$ cat config.mk
export PLATFORM = sky130hd
export DESIGN_NAME = acs_sequencer
export DESIGN_NICKNAME = d
export VERILOG_FILES = /design/src/core/acs_pkg.sv /design/src/core/acs_line_sync.sv /design/src/core/acs_i2c_slave.sv /design/src/core/acs_sequencer.sv
export SDC_FILE = /design/constraint.sdc
export NUM_CORES = 1
export LEC_CHECK = 0
export BUFFER_PORTS_ARGS = -buffer_cell sky130_fd_sc_hd__buf_2
export CAP_MARGIN = 20
export CORE_AREA = 2 2 154 156
export DETAILED_ROUTE_END_ITERATION = 8
export DIE_AREA = 0 0 156 158
export GPL_TIMING_DRIVEN = 0
export PLACE_DENSITY = 0.69
export SLEW_MARGIN = 25
export SYNTH_ARGS = -nofsm -noshare
export SYNTH_HDL_FRONTEND = slang
export SYNTH_HIERARCHICAL = 1
export SYNTH_SLANG_ARGS = --single-unit
$ cat constraint.sdc
create_clock -name hclk -period 2.65 [get_ports hclk]
set_input_delay 0.3975 -clock hclk [delete_from_list [all_inputs] [get_ports hclk]]
set_output_delay 0.3975 -clock hclk [all_outputs]
set_load 0.02 [all_outputs]
$ cat src/core/acs_pkg.sv
// Package for the conversion sequencer with two-wire slave
// Assumes a 100 MHz system clock; shared by all core files
package acs_pkg;

  // ****************************************
  // Timing
  // ****************************************
  localparam int unsigned CLK_HZ          = 100_000_000;
  localparam real         CONV_TIME_MS    = 16.6;
  localparam real         POR_TIME_MS     = 0.5;
  localparam real         REF_START_MS    = 12.0;
  localparam int unsigned CONV_CYCLES     = int'(CONV_TIME_MS * 1.0e-3 * CLK_HZ);
  localparam int unsigned POR_CYCLES      = int'(POR_TIME_MS * 1.0e-3 * CLK_HZ);
  localparam int unsigned REF_CYCLES      = int'(REF_START_MS * 1.0e-3 * CLK_HZ);
  localparam int unsigned CNT_W           = 32;

  // ****************************************
  // Bus addresses and data layout
  // ****************************************
  localparam logic [6:0]  ADDR_SEL_LOW    = 7'h14;
  localparam logic [6:0]  ADDR_SEL_HIGH   = 7'h54;
  localparam int unsigned RESULT_W        = 16;
  localparam int unsigned PROG_W          = 4;
  localparam logic [15:0] CODE_MAX        = 16'hffff;
  localparam logic [15:0] CODE_MID        = 16'h8000;
  localparam logic [15:0] CODE_MIN        = 16'h0000;

  // ****************************************
  // Register map (byte offsets)
  // ****************************************
  localparam logic [7:0]  REG_CTRL        = 8'h00;
  localparam logic [7:0]  REG_STATUS      = 8'h04;
  localparam logic [7:0]  REG_RESULT      = 8'h08;
  localparam logic [7:0]  REG_SAMPLE      = 8'h0c;
  localparam logic [31:0] CTRL_RESET      = 32'h0000_0000;

  typedef enum logic [1:0] {
    ACS_CONVERT,
    ACS_POWERDOWN,
    ACS_TRANSFER
  } acs_phase_t;

  typedef struct packed {
    logic       start;
    logic       stop;
    logic       rise;
    logic       fall;
    logic       sda;
  } acs_line_ev_t;

  typedef struct packed {
    logic       ack_win;
    logic       sda_oe;
    logic       transfer_done;
  } acs_slave_out_t;

endpackage

$ cat src/core/acs_line_sync.sv
// Two-stage synchroniser and event decoder for the serial clock and data
// Assumes both pins are asynchronous to hclk
`timescale 1ns/100ps
`default_nettype none
module acs_line_sync (
  input  wire logic          hclk,
  input  wire logic          hresetn,
  input  wire logic          scl_i,
  input  wire logic          sda_i,
  output acs_pkg::acs_line_ev_t ev
);

  typedef struct packed {
    logic [1:0] scl_m;
    logic [1:0] sda_m;
    logic       scl;
    logic       sda;
  } acs_sync_st_t;

  acs_sync_st_t s_q;
  acs_sync_st_t s_d;

  always_comb begin
    s_d       = s_q;
    s_d.scl_m = {s_q.scl_m[0], scl_i};
    s_d.sda_m = {s_q.sda_m[0], sda_i};
    s_d.scl   = s_q.scl_m[1];
    s_d.sda   = s_q.sda_m[1];
  end

  always_ff @(posedge hclk or negedge hresetn) begin
    if (!hresetn) begin
      s_q <= '{scl_m: 2'b11, sda_m: 2'b11, scl: 1'b1, sda: 1'b1};
    end else begin
      s_q <= s_d;
    end
  end

  // The second stage output and its registered copy feed the edge logic
  assign ev.rise  = s_q.scl_m[1] & ~s_q.scl;
  assign ev.fall  = ~s_q.scl_m[1] & s_q.scl;
  assign ev.start = s_q.scl_m[1] & s_q.scl & s_q.sda & ~s_q.sda_m[1];
  assign ev.stop  = s_q.scl_m[1] & s_q.scl & ~s_q.sda & s_q.sda_m[1];
  assign ev.sda   = s_q.sda_m[1];

endmodule
`default_nettype wire

$ cat src/core/acs_i2c_slave.sv
// Two-wire slave: address match, ack, 16-bit read out, 4-bit write in
// Assumes events from acs_line_sync on the same clock
`timescale 1ns/100ps
`default_nettype none
module acs_i2c_slave (
  input  wire logic                  hclk,
  input  wire logic                  hresetn,
  input  wire acs_pkg::acs_line_ev_t ev,
  input  wire logic                  address_select_pin,
  input  wire logic                  result_ready,
  input  wire logic [15:0]           result,
  output logic                       ack_pulse,
  output logic                       prog_valid,
  output logic [3:0]                 prog_word,
  output acs_pkg::acs_slave_out_t    so
);

  typedef enum logic [2:0] {
    SL_IDLE, SL_ADDR, SL_ACK, SL_READ, SL_WRITE, SL_SKIP
  } sl_state_t;

  typedef struct packed {
    sl_state_t   st;
    logic [7:0]  sh;
    logic [4:0]  cnt;
    logic        rd;
    logic        acked;
    logic        oe;
    logic [15:0] out;
    logic        ackp;
    logic        pv;
    logic [3:0]  pw;
    logic        done;
  } sl_st_t;

  sl_st_t s_q;
  sl_st_t s_d;
  logic [6:0] my_addr;

  assign my_addr = address_select_pin ? acs_pkg::ADDR_SEL_HIGH : acs_pkg::ADDR_SEL_LOW;

  always_comb begin
    s_d      = s_q;
    s_d.ackp = 1'b0;
    s_d.pv   = 1'b0;
    s_d.done = 1'b0;
    if (ev.start) begin
      s_d.st  = SL_ADDR;
      s_d.cnt = 5'd0;
      s_d.oe  = 1'b0;
    end else if (ev.stop) begin
      // Cut read keeps the held result; sequencer returns to powered-down
      s_d.st = SL_IDLE;
      s_d.oe = 1'b0;
    end else begin
      case (s_q.st)
        SL_ADDR: begin
          if (ev.rise) begin
            s_d.sh  = {s_q.sh[6:0], ev.sda};
            s_d.cnt = s_q.cnt + 5'd1;
          end
          if (ev.fall && s_q.cnt == 5'd8) begin
            s_d.rd  = s_q.sh[0];
            // Busy converter refuses: line stays released
            s_d.acked = (s_q.sh[7:1] == my_addr) && result_ready;
            s_d.oe    = s_d.acked;
            s_d.st    = (s_q.sh[7:1] == my_addr) ? SL_ACK : SL_SKIP;
            s_d.out   = result;
            if (s_d.acked) begin
              s_d.ackp = 1'b1;
            end
          end
        end
        SL_ACK: begin
          if (ev.fall) begin
            s_d.cnt = 5'd0;
            if (!s_q.acked) begin
              s_d.st = SL_SKIP;
              s_d.oe = 1'b0;
            end else if (s_q.rd) begin
              s_d.st = SL_READ;
              s_d.oe = ~s_q.out[15];
            end else begin
              s_d.st = SL_WRITE;
              s_d.oe = 1'b0;
            end
          end
        end
        SL_READ: begin
          if (ev.fall) begin
            s_d.out = {s_q.out[14:0], 1'b0};
            s_d.cnt = s_q.cnt + 5'd1;
            s_d.oe  = ~s_q.out[14];
            if (s_q.cnt == 5'd7) begin
              s_d.oe = 1'b0; // Master acks on ninth clock
            end
            if (s_q.cnt == 5'd8) begin
              s_d.oe = ~s_q.out[15];
              s_d.out = s_q.out;
            end
            if (s_q.cnt >= 5'd16) begin
              s_d.oe   = 1'b0;
              s_d.st   = SL_SKIP;
              s_d.done = 1'b1;
            end
          end
        end
        SL_WRITE: begin
          if (ev.rise && s_q.cnt < 5'd4) begin
            s_d.pw  = {s_q.pw[2:0], ev.sda};
            s_d.cnt = s_q.cnt + 5'd1;
            if (s_q.cnt == 5'd3) begin
              s_d.pv = 1'b1;
            end
          end
        end
        default: ;
      endcase
    end
  end

  always_ff @(posedge hclk or negedge hresetn) begin
    if (!hresetn) begin
      s_q <= '0;
    end else begin
      s_q <= s_d;
    end
  end

  assign ack_pulse        = s_q.ackp;
  assign prog_valid       = s_q.pv;
  assign prog_word        = s_q.pw;
  assign so.sda_oe        = s_q.oe;
  assign so.ack_win       = (s_q.st == SL_ACK);
  assign so.transfer_done = s_q.done;

endmodule
`default_nettype wire

$ cat src/core/acs_sequencer.sv
// Top: conversion sequencer, power control, result register, AHB-Lite slave
// Assumes scl/sda pins asynchronous; sample value comes from analog front end
//
// Added by the designer: the address map and the AHB-Lite interface to the registers.
`timescale 1ns/100ps
`default_nettype none

module acs_sequencer #(
  parameter int unsigned CONV_CYCLES_P = acs_pkg::CONV_CYCLES,
  parameter int unsigned POR_CYCLES_P  = acs_pkg::POR_CYCLES,
  parameter int unsigned REF_CYCLES_P  = acs_pkg::REF_CYCLES
) (
  input  wire logic        hclk,
  input  wire logic        hresetn,
  input  wire logic        hsel,
  input  wire logic [31:0] haddr,
  input  wire logic [1:0]  htrans,
  input  wire logic        hwrite,
  input  wire logic [2:0]  hsize,
  input  wire logic [31:0] hwdata,
  input  wire logic        hready,
  output logic      [31:0] hrdata,
  output logic             hreadyout,
  output logic             hresp,
  input  wire logic        scl_i,
  input  wire logic        sda_i,
  output logic             sda_o,
  output logic             sda_oe,
  input  wire logic        address_select_pin,
  input  wire logic [16:0] sample_in,
  output logic             converter_on,
  output logic             reference_on,
  output logic             reference_ready
);

  // ****************************************
  // Line front end and slave
  // ****************************************
  acs_pkg::acs_line_ev_t   ev;
  acs_pkg::acs_slave_out_t so;
  logic                    ack_pulse;
  logic                    prog_valid;
  logic [3:0]              prog_word;

  typedef struct packed {
    acs_pkg::acs_phase_t ph;
    logic [31:0]         cnt;
    logic [31:0]         por_cnt;
    logic                por;
    logic [31:0]         ref_cnt;
    logic                ref_on;
    logic                ref_rdy;
    logic                conv_on;
    logic                sleep_sel;
    logic                rate_sel;
    logic [15:0]         result;
    logic                first;
    logic [31:0]         conv_count;
    logic                diff_mode;
    logic                sda_oe;
    logic                ap_valid;
    logic                ap_write;
    logic [7:0]          ap_addr;
    logic [31:0]         rdata;
  } acs_state_t;

  acs_state_t s_q;
  acs_state_t s_d;
  logic [15:0] code;
  logic        in_convert;

  acs_line_sync u_sync (
    .hclk    (hclk),
    .hresetn (hresetn),
    .scl_i   (scl_i),
    .sda_i   (sda_i),
    .ev      (ev)
  );

  assign in_convert = (s_q.ph == acs_pkg::ACS_CONVERT) || s_q.por;

  acs_i2c_slave u_slave (
    .hclk               (hclk),
    .hresetn            (hresetn),
    .ev                 (ev),
    .address_select_pin (address_select_pin),
    .result_ready       (!in_convert),
    .result             (s_q.result),
    .ack_pulse          (ack_pulse),
    .prog_valid         (prog_valid),
    .prog_word          (prog_word),
    .so                 (so)
  );

  // ****************************************
  // Output code shaping
  // ****************************************
  // sample_in is signed 17-bit: diff mode full scale is -32768 to +32767 codes
  always_comb begin
    code = acs_pkg::CODE_MIN;
    if (s_q.diff_mode) begin
      if ($signed(sample_in) >= 17'sd32767) begin
        code = acs_pkg::CODE_MAX;
      end else if ($signed(sample_in) <= -17'sd32768) begin
        code = acs_pkg::CODE_MIN;
      end else begin
        code = sample_in[15:0] + acs_pkg::CODE_MID;
      end
    end else begin
      if (sample_in[16]) begin
        code = acs_pkg::CODE_MIN;
      end else if (sample_in > 17'h0_ffff) begin
        code = acs_pkg::CODE_MAX;
      end else begin
        code = sample_in[15:0];
      end
    end
  end

  // ****************************************
  // Sequencer and register file
  // ****************************************
  always_comb begin
    s_d = s_q;
    // Power-on reset interval holds the phase sequencer idle; the reference count still runs
    if (s_q.por) begin
      if (s_q.por_cnt >= POR_CYCLES_P - 1) begin
        s_d.por     = 1'b0;
        s_d.ph      = acs_pkg::ACS_CONVERT;
        s_d.conv_on = 1'b1;
        s_d.cnt     = '0;
      end else begin
        s_d.por_cnt = s_q.por_cnt + 32'd1;
      end
    end else begin
      case (s_q.ph)
        acs_pkg::ACS_CONVERT: begin
          // No abort path: only reset leaves this phase early
          if (s_q.cnt >= CONV_CYCLES_P - 1) begin
            s_d.ph         = acs_pkg::ACS_POWERDOWN;
            s_d.conv_on    = 1'b0;
            s_d.result     = code;
            s_d.conv_count = s_q.conv_count + 32'd1;
            if (s_q.sleep_sel) begin
              s_d.ref_on  = 1'b0;
              s_d.ref_rdy = 1'b0;
            end
          end else begin
            s_d.cnt = s_q.cnt + 32'd1;
          end
        end
        acs_pkg::ACS_POWERDOWN: begin
          if (ack_pulse) begin
            s_d.ph = acs_pkg::ACS_TRANSFER;
            if (!s_q.ref_on) begin
              s_d.ref_on  = 1'b1;
              s_d.ref_cnt = '0;
            end
          end
        end
        acs_pkg::ACS_TRANSFER: begin
          if (prog_valid && prog_word[3] && !prog_word[2]) begin
            s_d.rate_sel  = prog_word[1];
            s_d.sleep_sel = prog_word[0];
          end
          if (so.transfer_done) begin
            s_d.ph      = acs_pkg::ACS_CONVERT;
            s_d.conv_on = 1'b1;
            s_d.cnt     = '0;
            s_d.first   = 1'b0;
          end else if (ev.stop) begin
            s_d.ph = acs_pkg::ACS_POWERDOWN;
          end
        end
        default: s_d.ph = acs_pkg::ACS_CONVERT;
      endcase
    end
    if (s_q.ref_on && !s_q.ref_rdy) begin
      if (s_q.ref_cnt >= REF_CYCLES_P - 1) begin
        s_d.ref_rdy = 1'b1;
      end else begin
        s_d.ref_cnt = s_q.ref_cnt + 32'd1;
      end
    end
    s_d.sda_oe = so.sda_oe;

    // AHB-Lite: capture address phase, act in data phase
    if (s_q.ap_valid && s_q.ap_write && s_q.ap_addr == acs_pkg::REG_CTRL) begin
      s_d.diff_mode = hwdata[0];
    end
    s_d.ap_valid = hsel && hready && htrans[1];
    s_d.ap_write = hwrite;
    s_d.ap_addr  = haddr[7:0];
    s_d.rdata    = '0;
    if (hsel && hready && htrans[1] && !hwrite) begin
      case (haddr[7:0])
        acs_pkg::REG_CTRL:   s_d.rdata = {31'd0, s_q.diff_mode};
        acs_pkg::REG_STATUS: s_d.rdata = {22'd0, s_q.first, s_q.rate_sel, s_q.sleep_sel,
                                          s_q.ref_rdy, s_q.ref_on, s_q.conv_on, s_q.por, 1'b0, s_q.ph};
        acs_pkg::REG_RESULT: s_d.rdata = {16'd0, s_q.result};
        acs_pkg::REG_SAMPLE: s_d.rdata = s_q.conv_count;
        default:             s_d.rdata = '0;
      endcase
    end
  end

  always_ff @(posedge hclk or negedge hresetn) begin
    if (!hresetn) begin
      s_q       <= '0;
      s_q.por   <= 1'b1;
      s_q.first <= 1'b1;
      s_q.ref_on <= 1'b1;
    end else begin
      s_q <= s_d;
    end
  end

  assign hrdata          = s_q.rdata;
  assign hreadyout       = 1'b1;
  assign hresp           = 1'b0;
  assign sda_o           = 1'b0;
  assign sda_oe          = s_q.sda_oe;
  assign converter_on    = s_q.conv_on;
  assign reference_on    = s_q.ref_on;
  assign reference_ready = s_q.ref_rdy;

endmodule
`default_nettype wire

After elaboration in Yosys (flattened, before gate mapping) --
Index checks and enable logic that the tools add are counted. Widths: inputs -> output; s select.
Storage, ports and cells: flip-flop bits (word level) 245, bits of input ports 94, output and inout port bits 39, logic and storage cells 214
Operators by class: $add $sub $neg 6, order comparisons 8, equality and inequality tests 34, muxes and demuxes 76, bitwise gates (word level) 17, reduce and logical (&&, ||, !) cells 39
Operator list (number):
- $mux 32 | 6
- $add 32x1->32 const B | 4
- $pmux 32 s4 | 1
- $mux 34 | 3
- $mux 16 | 5
- $mux 33 | 2
- $ge 32x21->1 const B | 2
- $pmux 32 s2 | 1
- $mux 5 | 7
- $mux 17 | 2
- $ge 32x16->1 const B | 1
- $pmux 16 s2 | 1
- $mux 3 | 10
- $mux 7 | 4
- $reduce_and 4->1 | 7
- $mux 1 | 21
- $ne 3x2->1 const B | 7
- $mux 20 | 1
- $ne 4x3->1 const B | 5
- $pmux 5 s4 | 1
- $ge 17x16->1 const B | 1
- $gt 17x16->1 const B | 1
- $le 17x16->1 const B | 1
- $add 16x16->16 const B | 1
- 36 further kinds | 85

Depth between registers and ports, before layout --
depth in word-level cells 9, depth in mapped cells 9, mapped depth without buffers 8

Cells and area by module --
Netlist, hierarchy kept.
By module, submodules not included:
- acs_sequencer | times used 1, cells an instance 876, area each 8984.9 µm², sequential area each 4933.5 µm²
- acs_i2c_slave | times used 1, cells an instance 204, area each 2107.0 µm², sequential area each 1051.0 µm²
- acs_line_sync | times used 1, cells an instance 11, area each 197.7 µm², sequential area each 157.7 µm²

Worst setup path before layout --
Ideal clock, no wire load.
path type register -> register, start point register s_q[131] (netlist name), end point register s_q[140] (netlist name), arrival time 2.047 ns, setup slack 0.480 ns, cell stages (with the launch flop) 8, buffers on the path 0, cell sequence dfrtp_1 > ha_1 > a311o_1 > a21oi_1 > o2111ai_1 > nor3_1 > nand4_1 > xnor2_1
Between the ends: word-level cells in the longest chain between the ends 3, elaborated cells between the ends (all ways) 4, those cells by class add/sub (1); order compare (1); bitwise (1); reduce/logical (1)
Ends and longest elaborated chain:
- start, declared | RTL line acs_sequencer.sv:67 | acs_state_t s_q;
- $ge 32x16->1 | RTL line acs_sequencer.sv:127 | if (s_q.por_cnt >= POR_CYCLES_P - 1) begin
- $not 1->1 (no source line)
- $reduce_and 2->1 (no source line)
Several ways; a longest one is shown, not always the timed one. A chain may end at the register's enable or synchronous reset.

Worst setup path after layout --
start point register s_q[168] (netlist name), end point register s_q[60] (netlist name)
Between the ends: word-level cells in the longest chain between the ends 2
Ends and longest elaborated chain:
- $ge 32x21->1 | RTL line acs_sequencer.sv:139 | if (s_q.cnt >= CONV_CYCLES_P - 1) begin
- $reduce_and 3->1 (no source line)
Every way passes these cells.

==> run summary <==
I/O pin count -> 133
vias in the first global route -> 8,160
post-CTS setup buffers -> 0
non-filler cells, final -> 1,515
combinational share of power -> 8.8%
die area -> 24,600 µm²
cell family with most CP delay -> compound AO/OA/AOI/OAI gates
CTS Sinks -> 245
type of the worst setup path -> flop to flop
Clock Tree Buf Depth -> 3
CP Data Required Time -> 3.06 ns
WL/cell -> 15.7 µm
Die H -> 158 µm
initial antenna violation count -> 0
met2 Use GR -> 32.2%
Fmax -> 402 MHz
# H-tree levels -> 1
Setup WS pre-CTS -> 0.119 ns
drc violations -> 0
startpoint types -> flop
layout cells sized above 1 -> 19.8%
Post-Syn Instances -> 1,091
Worst Tran Pin Value -> 0.815 ns
Max stage delay on crit path -> 0.44 ns
drt pass-1 iters -> 5
Final Setup Violations -> 0
Max-Cap Viols -> 0
most frequent cells after synthesis -> dfrtp_1, nor2_1, nand2_1
leak pwr -> 6.15 nW
syn avg cell area -> 10.3 µm²
via count -> 8,367
area leader, netlist -> dfrtp_1
EDFF count, synth -> 0
Layout Utilization -> 56.9%
crit path time final -> 2.49 ns
met3 Usage GRT -> 3.07%
Rows -> 56
leading post-synthesis cells by cell area -> dfrtp_1, buf_4, nor2_1, nand2_1, mux2_2
most used cell, CP -> buf_4
crit path max fanout -> 10
port buffer count -> 70
pwr/cell area -> 663 nW/µm²
worst path bufs/invs -> 2
Post-layout nets -> 1,304
first-pass GRT wire length -> 40.5 mm
largest net degree at the start of global routing -> 96
unrepaired setup endpoints after global routing -> no
Inst Count DP -> 1,454
Tcrit/Tclk final -> 94.0%
sequential fraction of the synthesis area -> 54.4%
Net Sw Frac -> 23.6%
CTS tree -> done
WHS -> 0.0392 ns
FFs w/ async S/R, synth -> 100%
Clock Skews -> 0.0104 ns
CTS clock-pin slew for the worst setup and hold paths -> 0.06 ns
NetSw -> 0.00206 W
vias per cell -> 5.52
GR Util met1 -> 28.7%
ANT cells -> 0
WP data arrival -> 2.90 ns
fillcell total -> 1,940
R2R setup slack -> 0.16 ns
crit-path cells -> a2111o_1 -> a221oi_2 -> o2111ai_1 -> nand2_1 -> buf_4 -> buf_4 -> nor3_1 -> xor2_1
GR peak layer -> met2
Inserted Clock Buffers -> 27
slowest stage cell, crit path -> a2111o_1
Starting Density -> 49.0%
crit end category -> flop
Clock Power Share -> 44.0%
DPL Wire Length -> 16.5 mm
grt ovf -> 0
Root Driver -> clkbuf_16
min setup slack post-route -> 0.159 ns
synth warn -> 6
Max VDD drop -> 537 µV
Fin. Hold Viols -> 0
Final Wtd Congestion -> 0.897
Clk Latency, worst-skew pair -> 0.53 ns
CORE AREA -> 23,100 µm²
Max-slew headroom -> 45.2%
final wirelength -> 23.8 mm
Int Pwr -> 0.00665 W
Distinct cells, synth -> 74
Synth Cell Area -> 11,300 µm²
sequential power share -> 47.1%
total track usage -> 20.1%
Area Growth Syn to Fin -> 16.2%
Slew Viols, Final -> 0
Synth Flop Type -> dfrtp_1
Hold WC Path Type -> input pin to flop
count leader, synth -> dfrtp_1
status -> completed
DRT iter0 DRCs -> 533
top-area cell type share of the netlist area -> 52.3%
synthesized flop and latch total -> 245
Routed Antenna Nets -> 0
Die Wd -> 156 µm
-- final timing paths --
| path | start | endpoint | cells past startpoint |
|---|---|---|---|
| min in group asynchronous | hresetn | s_q[87]$_DFFE_PN0P_ | 2 |
| max reg2reg | s_q[168]$_DFFE_PN0P_ | s_q[60]$_DFFE_PN0P_ | 8 |
| min reg2reg | u_sync/s_d[3]$_DFF_PN1_ | u_sync/ev[0]$_DFF_PN1_ | 0 |
| min | haddr[3] | s_q[35]$_DFF_PN0_ | 1 |
| max | s_q[168]$_DFFE_PN0P_ | s_q[60]$_DFFE_PN0P_ | 8 |
| max in group asynchronous | hresetn | s_q[130]$_DFF_PN1_ | 3 |
-- worst reg2reg max path: cells and delay by family, from the launching register on --
kind	cells	cell delay [ns]
and+or+nand+nor	2	0.29
buffers and inverters	2	0.45
DFF	1	0.43
AOI/OAI and AO/OA	3	1.06
xor gates and xnor gates	1	0.15
-- final cells by class --
type,instances,area [µm²],area share [%]
plain buffers,102,628,4.79
multi-input cells,719,4440,33.8
clock inverters,15,164,1.25
inverters,26,97.6,0.744
repair buffers,83,526,4.00
flip-flops and latches,245,6140,46.8
clock buffers,35,766,5.83
well taps,290,363,2.76
-- flip-flops by register name, indices dropped and copies added, names as in the netlist --
name,flops
u_slave/prog_valid,1
reference_on,1
u_slave/prog_word,4
u_sync/s_d,3
u_slave/s_q,34
u_sync/ev,1
hrdata,32
converter_on,1
u_slave/so,2
s_q,161
reference_ready,1
u_slave/ack_pulse,1
u_sync/s_q,2
sda_oe,1
-- per-layer routing --
| layer | routed length (µm) | vias up |
|---|---|---|
| met5 | 0 | - |
| met4 | 493 | 0 |
| met3 | 994 | 40 |
| met2 | 11100 | 149 |
| met1 | 11200 | 4101 |
| li1 | - | 4077 |
-- power groups by stage --
stage | clock network [W] | logic, W | registers, W
floorplan | 0 | 0.000534 | 0.00413
global placement | 0 | 0.000735 | 0.00416
detailed placement | 0 | 0.000763 | 0.00416
CTS | 0.00393 | 0.000780 | 0.00410
global route | 0.00409 | 0.000875 | 0.00412
finish | 0.00383 | 0.000769 | 0.00410
-- cells by family (layout without fill, tap and decap cells) --
logic type                 count (synthesis)  count (layout)  share of synthesized area (%)
and+or+nand+nor                          409             409                           19.0
DFF                                      245             245                           54.4
other                                      2               3                         0.0665
AOI/OAI and AO/OA                        219             219                           12.3
muxes                                     35              35                           3.49
xor gates and xnor gates                  47              47                           3.65
buffers and inverters                    128             261                           6.43
adders and majority gates                  6               6                          0.665
-- placed cells by master (no fill, tap or decap), types with 5 or more instances in the layout --
cell type and n:
dfstp_2 9, dfrtp_1 236, or4_1 7, buf_2 78, o21ai_1 23, nand4_1 25
mux2_2 25, a31oi_1 14, inv_1 24, nor3_2 7, xor2_1 20, nand2_1 85
a21oi_1 44, dlygate4sd3_1 11, nor2_1 90, clkinv_2 7, o21ai_0 56, and4_1 7
nand2b_1 5, nor2b_1 19, nor4_1 29, clkbuf_1 37, o31ai_1 17, and2_1 28
nand3_1 46, and3_1 13, nor3b_1 7, buf_4 46, clkbuf_8 6, nor3_1 23
clkbuf_16 27, buf_6 8, xnor2_1 27, ha_1 6, a22oi_1 24, mux2i_1 9
-- what timing repair did --
item	CTS	global route
resized for setup	0	3
endpoints found under the setup margin	0	6
hold buffers	11	0
endpoints found under the hold margin	89	0
-- stage by stage --
stage          setup TNS (ns)  area, µm²  total power (W)
2_1_floorplan               0      11300          0.00466
3_3_place_gp          -739.65      12000          0.00489
3_5_place_dp                0      12100          0.00493
4_1_cts                     0      13100          0.00881
5_1_grt                     0      13100          0.00908
6_report                    0      13100          0.00870
No activity file was read; power rests on OpenSTA's default activity.
